$ cat src/design/slave_map_pkg.sv
// Constants for the control-port address decoder and its loop-control registers.
// Assumes 16-bit control-port word addresses and one 125 MHz system clock.
package slave_map_pkg;
    localparam logic [15:0] DMA_LO = 16'h0000;
    localparam logic [15:0] DMA_HI = 16'h2FFF;
    localparam logic [15:0] DMB_LO = 16'h6000;
    localparam logic [15:0] DMB_HI = 16'h8FFF;
    localparam logic [15:0] PS_LO = 16'hC000;
    localparam logic [15:0] PS_HI = 16'hDFFF;
    localparam logic [15:0] LUT_LO = 16'hE000;
    localparam logic [15:0] LUT_HI = 16'hEFFF;
    localparam logic [15:0] REG_LO = 16'hF000;
    localparam logic [15:0] REG_HI = 16'hFBFF;

    localparam logic [15:0] OFS_FB_DIV = 16'hF000;
    localparam logic [15:0] OFS_IN_DIV = 16'hF001;
    localparam logic [15:0] OFS_REF_SRC = 16'hF002;
    localparam logic [15:0] OFS_PWR_ON = 16'hF003;
    localparam logic [15:0] OFS_LOCK = 16'hF004;
    localparam logic [15:0] OFS_CLKOUT = 16'hF005;

    localparam logic [15:0] RST_FB_DIV = 16'h0060;
    localparam logic [15:0] RST_IN_DIV = 16'h0000;
    localparam logic [15:0] RST_REF_SRC = 16'h0000;
    localparam logic [15:0] RST_PWR_ON = 16'h0000;

    localparam int FB_DIV_W = 7;
    localparam int IN_DIV_W = 2;
    localparam int CLKOUT_W = 3;
    localparam int REG_W = 16;
endpackage

$ cat src/design/slave_port_memory_map.sv
// Control-port address decoder: steers accesses to paged memories and registers.
// Assumes targets answer reads combinationally in the strobe cycle.
module slave_port_memory_map #(
    parameter int DMA_AW = 14,
    parameter int DMB_AW = 14,
    parameter int PS_AW = 13
) (
    input wire logic clk,
    input wire logic rst,
    input wire logic cp_req,
    input wire logic cp_we,
    input wire logic [15:0] cp_addr,
    input wire logic [31:0] cp_wdata,
    output logic cp_rvalid,
    output logic [31:0] cp_rdata,
    input wire logic page_a,
    input wire logic page_b,
    input wire logic page_ps,
    input wire logic core_stopped,
    output logic dma_sel,
    output logic dma_we,
    output logic dma_page,
    output logic [DMA_AW-1:0] dma_addr,
    input wire logic [31:0] dma_rdata,
    output logic dmb_sel,
    output logic dmb_we,
    output logic dmb_page,
    output logic [DMB_AW-1:0] dmb_addr,
    input wire logic [31:0] dmb_rdata,
    output logic ps_sel,
    output logic ps_we,
    output logic ps_page,
    output logic [PS_AW-1:0] ps_addr,
    input wire logic [31:0] ps_rdata,
    output logic [31:0] mem_wdata,
    input wire logic loop_locked,
    input wire logic [slave_map_pkg::CLKOUT_W-1:0] clkout_state,
    output logic [slave_map_pkg::FB_DIV_W-1:0] fb_divider,
    output logic [slave_map_pkg::IN_DIV_W-1:0] in_divider,
    output logic ref_source,
    output logic loop_enable
);
    function automatic logic in_range(input logic [15:0] a, input logic [15:0] lo,
                                      input logic [15:0] hi);
        in_range = (a >= lo) && (a <= hi);
    endfunction

    logic lock_s1_q;
    logic lock_s2_q;
    logic rvalid_q;
    logic [31:0] rdata_q;
    logic [15:0] reg_rdata;

    wire hit_a = in_range(cp_addr, slave_map_pkg::DMA_LO, slave_map_pkg::DMA_HI);
    wire hit_b = in_range(cp_addr, slave_map_pkg::DMB_LO, slave_map_pkg::DMB_HI);
    wire hit_ps = in_range(cp_addr, slave_map_pkg::PS_LO, slave_map_pkg::PS_HI);
    wire hit_reg = in_range(cp_addr, slave_map_pkg::REG_LO, slave_map_pkg::REG_HI);
    // A running core keeps the program store out of reach; the access falls to unmapped
    wire ps_ok = hit_ps && core_stopped;
    wire [15:0] ofs_b = cp_addr - slave_map_pkg::DMB_LO;
    wire [15:0] ofs_ps = cp_addr - slave_map_pkg::PS_LO;
    // The constant table range matches nothing above, so it decodes as unmapped
    wire reg_wr = cp_req && cp_we && hit_reg;

    assign dma_sel = cp_req && hit_a;
    assign dmb_sel = cp_req && hit_b;
    assign ps_sel = cp_req && ps_ok;
    assign dma_we = dma_sel && cp_we;
    assign dmb_we = dmb_sel && cp_we;
    assign ps_we = ps_sel && cp_we;
    // Same range for both pages; the outside page input picks the storage
    assign dma_page = page_a;
    assign dmb_page = page_b;
    assign ps_page = page_ps;
    assign dma_addr = cp_addr[DMA_AW-1:0];
    assign dmb_addr = ofs_b[DMB_AW-1:0];
    assign ps_addr = ofs_ps[PS_AW-1:0];
    assign mem_wdata = cp_wdata;

    // Unmapped reads return zero, writes reach no target
    wire [31:0] rd_mux = hit_a ? dma_rdata :
                         hit_b ? dmb_rdata :
                         ps_ok ? ps_rdata :
                         hit_reg ? {16'h0000, reg_rdata} :
                         32'h0000_0000;

    // The lock flag comes from analog logic on no clock of ours
    always_ff @(posedge clk or posedge rst) begin
        if (rst) begin
            lock_s1_q <= 1'b0;
            lock_s2_q <= 1'b0;
        end else begin
            lock_s1_q <= loop_locked;
            lock_s2_q <= lock_s1_q;
        end
    end

    always_ff @(posedge clk or posedge rst) begin
        if (rst) begin
            rvalid_q <= 1'b0;
            rdata_q <= 32'h0000_0000;
        end else begin
            rvalid_q <= cp_req && !cp_we;
            if (cp_req && !cp_we) rdata_q <= rd_mux;
        end
    end

    assign cp_rvalid = rvalid_q;
    assign cp_rdata = rdata_q;

    loop_ctl_regs u_regs (
        .clk(clk),
        .rst(rst),
        .wr_en(reg_wr),
        .addr(cp_addr),
        .wdata(cp_wdata[15:0]),
        .lock_in(lock_s2_q),
        .clkout_state(clkout_state),
        .rdata(reg_rdata),
        .fb_divider(fb_divider),
        .in_divider(in_divider),
        .ref_source(ref_source),
        .loop_enable(loop_enable)
    );

    property p_bank_a_range;
        @(posedge clk) disable iff (rst)
        dma_sel == (cp_req && cp_addr <= 16'h2FFF);
    endproperty
    a_bank_a_range: assert property (p_bank_a_range)
        else $error("bank A decode wrong");

    property p_bank_a_page;
        @(posedge clk) disable iff (rst)
        dma_sel |-> (dma_page == page_a) && (dma_addr == cp_addr[DMA_AW-1:0]);
    endproperty
    a_bank_a_page: assert property (p_bank_a_page)
        else $error("bank A page wrong");

    property p_bank_b_range;
        @(posedge clk) disable iff (rst)
        dmb_sel == (cp_req && cp_addr >= 16'h6000 && cp_addr <= 16'h8FFF);
    endproperty
    a_bank_b_range: assert property (p_bank_b_range)
        else $error("bank B decode wrong");

    property p_bank_b_page;
        @(posedge clk) disable iff (rst)
        dmb_sel |-> (dmb_page == page_b) && ({2'b00, dmb_addr} + 16'h6000 == cp_addr);
    endproperty
    a_bank_b_page: assert property (p_bank_b_page)
        else $error("bank B offset wrong");

    property p_ps_range;
        @(posedge clk) disable iff (rst)
        ps_sel |-> cp_addr >= 16'hC000 && cp_addr <= 16'hDFFF
                   && ({3'b000, ps_addr} + 16'hC000 == cp_addr);
    endproperty
    a_ps_range: assert property (p_ps_range)
        else $error("program store decode wrong");

    property p_ps_page;
        @(posedge clk) disable iff (rst)
        ps_sel |-> ps_page == page_ps;
    endproperty
    a_ps_page: assert property (p_ps_page)
        else $error("program store page wrong");

    property p_ps_stopped;
        @(posedge clk) disable iff (rst)
        (cp_req && !cp_we && !core_stopped && cp_addr >= 16'hC000 && cp_addr <= 16'hDFFF)
        |-> !ps_sel ##1 (cp_rvalid && cp_rdata == 32'h0000_0000);
    endproperty
    a_ps_stopped: assert property (p_ps_stopped)
        else $error("program store reached while running");

    property p_lut_hidden;
        @(posedge clk) disable iff (rst)
        (cp_req && cp_addr >= 16'hE000 && cp_addr <= 16'hEFFF)
        |-> !(dma_sel || dmb_sel || ps_sel || reg_wr);
    endproperty
    a_lut_hidden: assert property (p_lut_hidden)
        else $error("constant table reachable");

    property p_reg_write;
        @(posedge clk) disable iff (rst)
        (cp_req && cp_we && cp_addr == 16'hF003) |=> loop_enable == $past(cp_wdata[0]);
    endproperty
    a_reg_write: assert property (p_reg_write)
        else $error("register write lost");

    property p_reg_width;
        @(posedge clk) disable iff (rst)
        (cp_req && !cp_we && cp_addr >= 16'hF000 && cp_addr <= 16'hFBFF)
        |=> cp_rvalid && cp_rdata[31:16] == 16'h0000;
    endproperty
    a_reg_width: assert property (p_reg_width)
        else $error("register read wider than 16 bits");

    property p_unmapped;
        @(posedge clk) disable iff (rst)
        (cp_req && !cp_we && ((cp_addr >= 16'h3000 && cp_addr <= 16'h5FFF)
                              || cp_addr >= 16'hFC00))
        |=> cp_rvalid && cp_rdata == 32'h0000_0000;
    endproperty
    a_unmapped: assert property (p_unmapped)
        else $error("unmapped read not zero");

    // Every read, mapped or not, is answered exactly one cycle later
    property p_read_answer;
        @(posedge clk) disable iff (rst)
        (cp_req && !cp_we) |=> cp_rvalid;
    endproperty
    a_read_answer: assert property (p_read_answer)
        else $error("read answer missing");

    property p_read_idle;
        @(posedge clk) disable iff (rst)
        !(cp_req && !cp_we) |=> !cp_rvalid;
    endproperty
    a_read_idle: assert property (p_read_idle)
        else $error("read answer without a read");

    property p_page_follow;
        @(posedge clk) disable iff (rst)
        dmb_sel && $changed(page_b) |-> dmb_page == page_b;
    endproperty
    a_page_follow: assert property (p_page_follow)
        else $error("page not from input");
endmodule

$ cat src/design/loop_ctl_regs.sv
// Loop-control register file in the control-register window.
// Assumes one-cycle write strobes from the decoder; lock input already synchronised.
module loop_ctl_regs (
    input wire logic clk,
    input wire logic rst,
    input wire logic wr_en,
    input wire logic [15:0] addr,
    input wire logic [15:0] wdata,
    input wire logic lock_in,
    input wire logic [slave_map_pkg::CLKOUT_W-1:0] clkout_state,
    output logic [15:0] rdata,
    output logic [slave_map_pkg::FB_DIV_W-1:0] fb_divider,
    output logic [slave_map_pkg::IN_DIV_W-1:0] in_divider,
    output logic ref_source,
    output logic loop_enable
);
    logic [slave_map_pkg::FB_DIV_W-1:0] fb_q;
    logic [slave_map_pkg::IN_DIV_W-1:0] in_q;
    logic ref_q;
    logic pwr_q;
    wire hit_fb = addr == slave_map_pkg::OFS_FB_DIV;
    wire hit_in = addr == slave_map_pkg::OFS_IN_DIV;
    wire hit_ref = addr == slave_map_pkg::OFS_REF_SRC;
    wire hit_pwr = addr == slave_map_pkg::OFS_PWR_ON;
    wire hit_lock = addr == slave_map_pkg::OFS_LOCK;
    wire hit_clk = addr == slave_map_pkg::OFS_CLKOUT;

    // Only the defined fields are stored; reserved bits read as zero
    always_ff @(posedge clk or posedge rst) begin
        if (rst) begin
            fb_q <= slave_map_pkg::RST_FB_DIV[slave_map_pkg::FB_DIV_W-1:0];
            in_q <= slave_map_pkg::RST_IN_DIV[slave_map_pkg::IN_DIV_W-1:0];
            ref_q <= slave_map_pkg::RST_REF_SRC[0];
            pwr_q <= slave_map_pkg::RST_PWR_ON[0];
        end else if (wr_en) begin
            if (hit_fb) fb_q <= wdata[slave_map_pkg::FB_DIV_W-1:0];
            if (hit_in) in_q <= wdata[slave_map_pkg::IN_DIV_W-1:0];
            if (hit_ref) ref_q <= wdata[0];
            if (hit_pwr) pwr_q <= wdata[0];
        end
    end

    // Unused register addresses in the window read zero
    assign rdata = hit_fb ? {{(16-slave_map_pkg::FB_DIV_W){1'b0}}, fb_q} :
                   hit_in ? {{(16-slave_map_pkg::IN_DIV_W){1'b0}}, in_q} :
                   hit_ref ? {15'h0000, ref_q} :
                   hit_pwr ? {15'h0000, pwr_q} :
                   hit_lock ? {15'h0000, lock_in} :
                   hit_clk ? {{(16-slave_map_pkg::CLKOUT_W){1'b0}}, clkout_state} :
                   16'h0000;
    assign fb_divider = fb_q;
    assign in_divider = in_q;
    assign ref_source = ref_q;
    assign loop_enable = pwr_q;
endmodule

$ cat config.mk
export PLATFORM = sky130hd
export DESIGN_NAME = slave_port_memory_map
export DESIGN_NICKNAME = d
export VERILOG_FILES = /design/src/design/slave_map_pkg.sv /design/src/design/slave_port_memory_map.sv /design/src/design/loop_ctl_regs.sv
export SDC_FILE = /design/constraint.sdc
export NUM_CORES = 1
export LEC_CHECK = 0
export CAP_MARGIN = 5
export CELL_PAD_IN_SITES_DETAIL_PLACEMENT = 1
export CELL_PAD_IN_SITES_GLOBAL_PLACEMENT = 1
export CORE_AREA = 2 2 111 113
export DETAILED_ROUTE_END_ITERATION = 7
export DIE_AREA = 0 0 113 115
export DONT_BUFFER_PORTS = 1
export MAX_ROUTING_LAYER = met4
export PLACE_DENSITY_LB_ADDON = 0.25
export SLEW_MARGIN = 15
export SYNTH_ARGS = -nofsm -noshare
export SYNTH_HDL_FRONTEND = slang
export SYNTH_SLANG_ARGS = --single-unit
$ cat constraint.sdc
create_clock -name clk -period 1.8 [get_ports clk]
set_input_delay 0.09 -clock clk [delete_from_list [all_inputs] [get_ports clk]]
set_output_delay 0.09 -clock clk [all_outputs]
set_load 0.02 [all_outputs]
== Yosys cells after proc, flatten, opt, wreduce, memory -nomap -nowiden ==
Index checks and enable logic that the tools add are counted.

* Bits in registers: 46
* Bits of input ports: 156
* Output and inout port bits: 126
* Logic and storage cells: 53

* Add/sub/neg operators: 2
* Order comparisons: 8
* Eq/ne operators: 6
* Mux-type cells: 10
* Reduce and logical (&&, ||, !) cells: 19

{| class="wikitable"
|+ Operators with widths
! cell !! number
|-
| $eq A16 B16 Y1 const B || 6
|-
| $mux W16 || 6
|-
| $mux W32 || 3
|-
| $le A16 B16 Y1 const B || 3
|-
| $ge A16 B16 Y1 const B || 2
|-
| $ge A16 B1 Y1 const B || 1
|-
| $ge A16 B15 Y1 const B || 1
|-
| $le A16 B14 Y1 const B || 1
|-
| $logic_and A1 B1 Y1 || 14
|-
| $sub A14 B14 Y14 const B || 1
|-
| $sub A13 B1 Y13 const B || 1
|-
| $reduce_and A2 Y1 || 4
|-
| $mux W3 || 1
|-
| $logic_not A1 Y1 || 1
|}

== Depth between registers and ports, before layout ==
* Depth in word-level cells: 11
* Gate-level depth with buffers: 6
* Gate-level depth less buffers: 5

== Modules after synthesis ==
Synthesis repeated with hierarchy kept, for this count alone.

* Cell total of the unflattened synthesis: 358
* Area, all modules: 3,231.8 µm²

{| class="wikitable"
|+ Modules (own cells, without submodules)
! module !! times used !! cells each !! area each (µm²) !! sequential area each (µm²)
|-
| slave_port_memory_map || 1 || 286 || 2,456.1 || 875.8
|-
| loop_ctl_regs || 1 || 72 || 775.7 || 277.8
|}

== Least setup slack after synthesis ==
No wires, ideal clock.

* Path type: input to register
* Start point: in cp_addr[5]
* End point: reg u_regs.in_q (netlist bit u_regs.in_divider[0])
* Library setup time: 125 ps
* Data arrival time: 1,668 ps
* Data required time: 1,675 ps
* Slack: 6 ps
* Stages on the path: 4
* Buffers on the path: 0
* Path through: or4b_4 nor4_4 and4b_4 mux2_4

* Word-level cells in the longest chain between the ends: 4
* Elaborated cells between the ends (all ways): 6
* Those cells by class: 2 x order compare; 1 x eq/ne; 3 x reduce/logical

{| class="wikitable"
|+ Ends and longest elaborated chain
! item !! RTL line !! source
|-
| start: declaration || slave_port_memory_map.sv:12 || <nowiki>input wire logic [15:0] cp_addr,</nowiki>
|-
| $ge A16 B16 Y1 / $le A16 B16 Y1 (equally long branches) || slave_port_memory_map.sv:45 || <nowiki>in_range = (a >= lo) && (a <= hi);</nowiki>
|-
| $logic_and A1 B1 Y1 || slave_port_memory_map.sv:45 ||
|-
| $logic_and A1 B1 Y1 || slave_port_memory_map.sv:63 || <nowiki>wire reg_wr = cp_req && cp_we && hit_reg;</nowiki>
|-
| $reduce_and A2 Y1 (no line) * || -- ||
|-
| end signal: assignment || loop_ctl_regs.sv:32 || <nowiki>in_q <= slave_map_pkg::RST_IN_DIV[slave_map_pkg::IN_DIV_W-1:0];</nowiki>
|-
| end signal: assignment || loop_ctl_regs.sv:37 || <nowiki>if (hit_in) in_q <= wdata[slave_map_pkg::IN_DIV_W-1:0];</nowiki>
|-
| end: declaration || loop_ctl_regs.sv:18 || <nowiki>logic [slave_map_pkg::IN_DIV_W-1:0] in_q;</nowiki>
|}

Mark *: on every way between the ends. The rest lies on a longest branch, timed or not.
A chain may end at the register's enable or synchronous reset.

== Worst setup path after layout ==
* Start point: in cp_addr[12]
* End point: out dmb_sel

* Word-level cells in the longest chain between the ends: 3
* Elaborated cells between the ends (all ways): 4
* Those cells by class: 2 x order compare; 2 x reduce/logical

{| class="wikitable"
|+ Ends and longest elaborated chain
! item !! RTL line !! source
|-
| $ge A16 B15 Y1 / $le A16 B16 Y1 (equally long branches) || slave_port_memory_map.sv:45 ||
|-
| $logic_and A1 B1 Y1 * || slave_port_memory_map.sv:45 ||
|-
| $logic_and A1 B1 Y1 * || slave_port_memory_map.sv:66 || <nowiki>assign dmb_sel = cp_req && hit_b;</nowiki>
|-
| end: declaration || slave_port_memory_map.sv:25 || <nowiki>output logic dmb_sel,</nowiki>
|}

Marked as above.

==> impl_metrics.tcl <==
set metrics [dict create \
    ctsHtreeMaxLevel 2 \
    fin_cells 400 \
    setup_tns_ps 0 \
    nFillCells 1359 \
    area_growth_pct -2.37 \
    p_sw_frac 0.292 \
    num_vias 2196 \
    fmax_mhz 651 \
    netlist_area_um2 3010 \
    synth.distinct_cells 44 \
    stdcell_area_um2 2940 \
    wl_per_cell_um 25.0 \
    cp_cell_sequence "or4b_2, nand2_1, buf_12, and2_1" \
    synth.top_cell.area_share 0.365 \
    skew_ps 5.41 \
    die_area_um2 13000 \
    diodes 0 \
    grt-ovfl-total 0 \
    power.density_nw_per_um2 865 \
    crit_path_start_kind "input port" \
    clock_latency_ps 280 \
    rsz0062_at_grt "no" \
    violations "design-rule violations" \
    first_pass_iters 8 \
    switching_power_mw 0.743 \
    cts_tree "built" \
    hold_buffers 10 \
    ys.warnings.count 0 \
    synthCells 319 \
    power_mw 2.54 \
    placed_cells 382 \
    syn_nets 475 \
    max-slew-margin-rel 0.578 \
    period_needed_ps 1540 \
    p_seq_frac 0.510 \
    slowest_stage "or4b_2" \
    wl_met2_um 5180 \
    grt_max_degree 47 \
    vdd.ir_drop.worst_mv 0.349 \
    worst_pin_slew_ps 629 \
    place_area_um2 2700 \
    power.share.clock 0.374 \
    cts_root_buf "clkbuf_16" \
    pin_count 282 \
    syn_area_per_cell_um2 9.45 \
    fin_util 0.249 \
    first_global_vias 2335 \
    cpPeakStageDelay_ps 670 \
    multi_input_area_um2 1210 \
    start_util 0.255 \
    top_layer "met4" \
    layout-drive-gt1-share 0.146 \
    final_nets 408 \
    yosysTopAreaCell "dfrtp_1" \
    place.gp.congestion 0.706 \
    antenna_found_initial 0 \
    slew_violations 0 \
    numClockSinks 46 \
    die_x_um 113 \
    ant_nets 0 \
    dieHeight_um 115 \
    synth_seq_cells 46 \
    crit_start "cp_addr[12]" \
    post-dp-hpwl_um 7810 \
    grt_pass1_wl_um 14400 \
    grt_use_total 0.152 \
    end_kind "primary output" \
    final-setup-viol-count 0 \
    cts_buffer_depth 2 \
    met1_length_um 3620 \
    layout_setup_ws_ps 264 \
    finalWirelength_um 9990 \
    p_leak_nw 1.17 \
    hold_viol 0 \
    portBuffers 0 \
    synth_flop_cell "dfrtp_1" \
    post-route-drc-count 20 \
    cts_buffers 5 \
    drt-initial-drc-count 203 \
    whs_ps 10.8 \
    clk_pin_slew_ps 70 \
    seqCellArea_um2 1150 \
    rr_startpoint "u_regs.in_divider[1]" \
    status "finished with violations" \
    post_drt_via_cell_ratio 5.49 \
    place_ws_ps 32.0 \
    cap_violations 0 \
    critPathMaxFanout 31 \
    internal_power_mw 1.80 \
    seq_area_frac_synth 0.383 \
    combPwrFrac 0.116 \
    wl_met3_um 1100 \
    synth_edf_count 0 \
    worstHoldPathType "input port to flop" \
    core_area_um2 11800 \
    post_cts_resized 0 \
    async_reset_ff_frac 1.00 \
    cp.required_ps 1710 \
    critical_path_class "input port to primary output" \
    synth_area_leaders "dfrtp_1 (37%), buf_4 (19%), a222oi_1 (9.0%), o21ai_0 (5.6%), nand2_1 (4.0%)" \
    cts_post_setup_buffers_inserted 0 \
    hp-start "ps_rdata[14]" \
    finalCritPeriodShare 0.854 \
    arrival_ps 1450 \
    rows 40 \
]
-- power groups by stage --
| stage | clock network, mW | logic (mW) | registers (mW) |
|---|---|---|---|
| 5_1_grt | 1.04 | 0.340 | 1.31 |
| 2_1_floorplan | 0 | 0.455 | 1.29 |
| 6_report | 0.952 | 0.294 | 1.30 |
| 3_3_place_gp | 0 | 0.280 | 1.32 |
| 4_1_cts | 1.00 | 0.307 | 1.30 |
| 3_5_place_dp | 0 | 0.289 | 1.32 |
-- per-layer routing --
layer,GRT usage,vias up
li1,-,970
met1,0.165,1057
met2,0.264,159
met3,0.0575,10
met4,0.0407,0
met5,-,-
-- state kept, by name, indices dropped and copies added, names as in the netlist --
name                count
cp_rdata               32
cp_rvalid               1
lock_s1_q               1
lock_s2_q               1
u_regs.fb_divider       7
u_regs.in_divider       2
u_regs.loop_enable      1
u_regs.ref_source       1
-- critical path: cells and delay by family --
family	cells	cell delay [ps]
buffers and inverters	1	200
and+or+nand+nor	3	1120
-- cell families (layout without fill, tap and decap cells) --
family,count (synthesis),count (layout),share of synthesized area
buffers and inverters,101,35,0.220
AO/OA/AOI/OAI,82,82,0.199
AND/OR/NAND/NOR,77,77,0.147
flip-flops,46,46,0.383
multiplexers,13,13,0.0502
-- Yosys cell counts (2+ instances only) --
cell      count
nor2_1        6
clkbuf_1     17
a222oi_1     27
buf_2         3
dfrtp_1      44
a31oi_1       2
nand4_1       2
inv_1         5
nand3_1       2
dfstp_2       2
buf_4        75
a211oi_1      3
nand4b_1      2
o221ai_1      2
mux2_2        5
or4_1         3
and3_1        4
and2_1        8
o21ai_0      34
nor3b_1       5
mux2_4        2
nand2_1      32
a221oi_1      5
mux2_1        4
nor4_1        2
mux2i_1       2
a21oi_1       4
-- layout by cell type (no fill, tap or decap), types with 3 or more instances in the layout --
cell,instances
buf_12,3
nand2_1,32
a222oi_1,27
inv_1,4
a21oi_1,4
mux2_2,5
buf_4,9
or4_1,3
and3_1,4
a221oi_1,5
dlygate4sd3_1,10
clkbuf_16,5
and2_1,8
dfrtp_1,44
nor2_1,6
mux2_1,4
o21ai_0,34
nor3b_1,5
-- layout make-up --
type / instances / area share
Clock buffer: 7 / 0.0485
Clock inverter: 1 / 0.00170
Inverter: 5 / 0.00638
Multi-Input combinational cell: 172 / 0.412
Sequential cell: 46 / 0.392
Tap cell: 147 / 0.0625
Timing Repair Buffer: 22 / 0.0774
-- final timing paths --
check	to	depth (start not counted)	slack (ps)
worst max-delay path	dmb_sel	4	260
worst min-delay path	cp_rdata[14]	2	10
worst max register to register	cp_rdata[1]	4	500
worst min register to register	lock_s2_q	0	360
max in group asynchronous	u_regs.fb_divider[5]	3	1230
min in group asynchronous	cp_rdata[10]	3	290
Note: power is estimated with default switching activity, not from simulation.
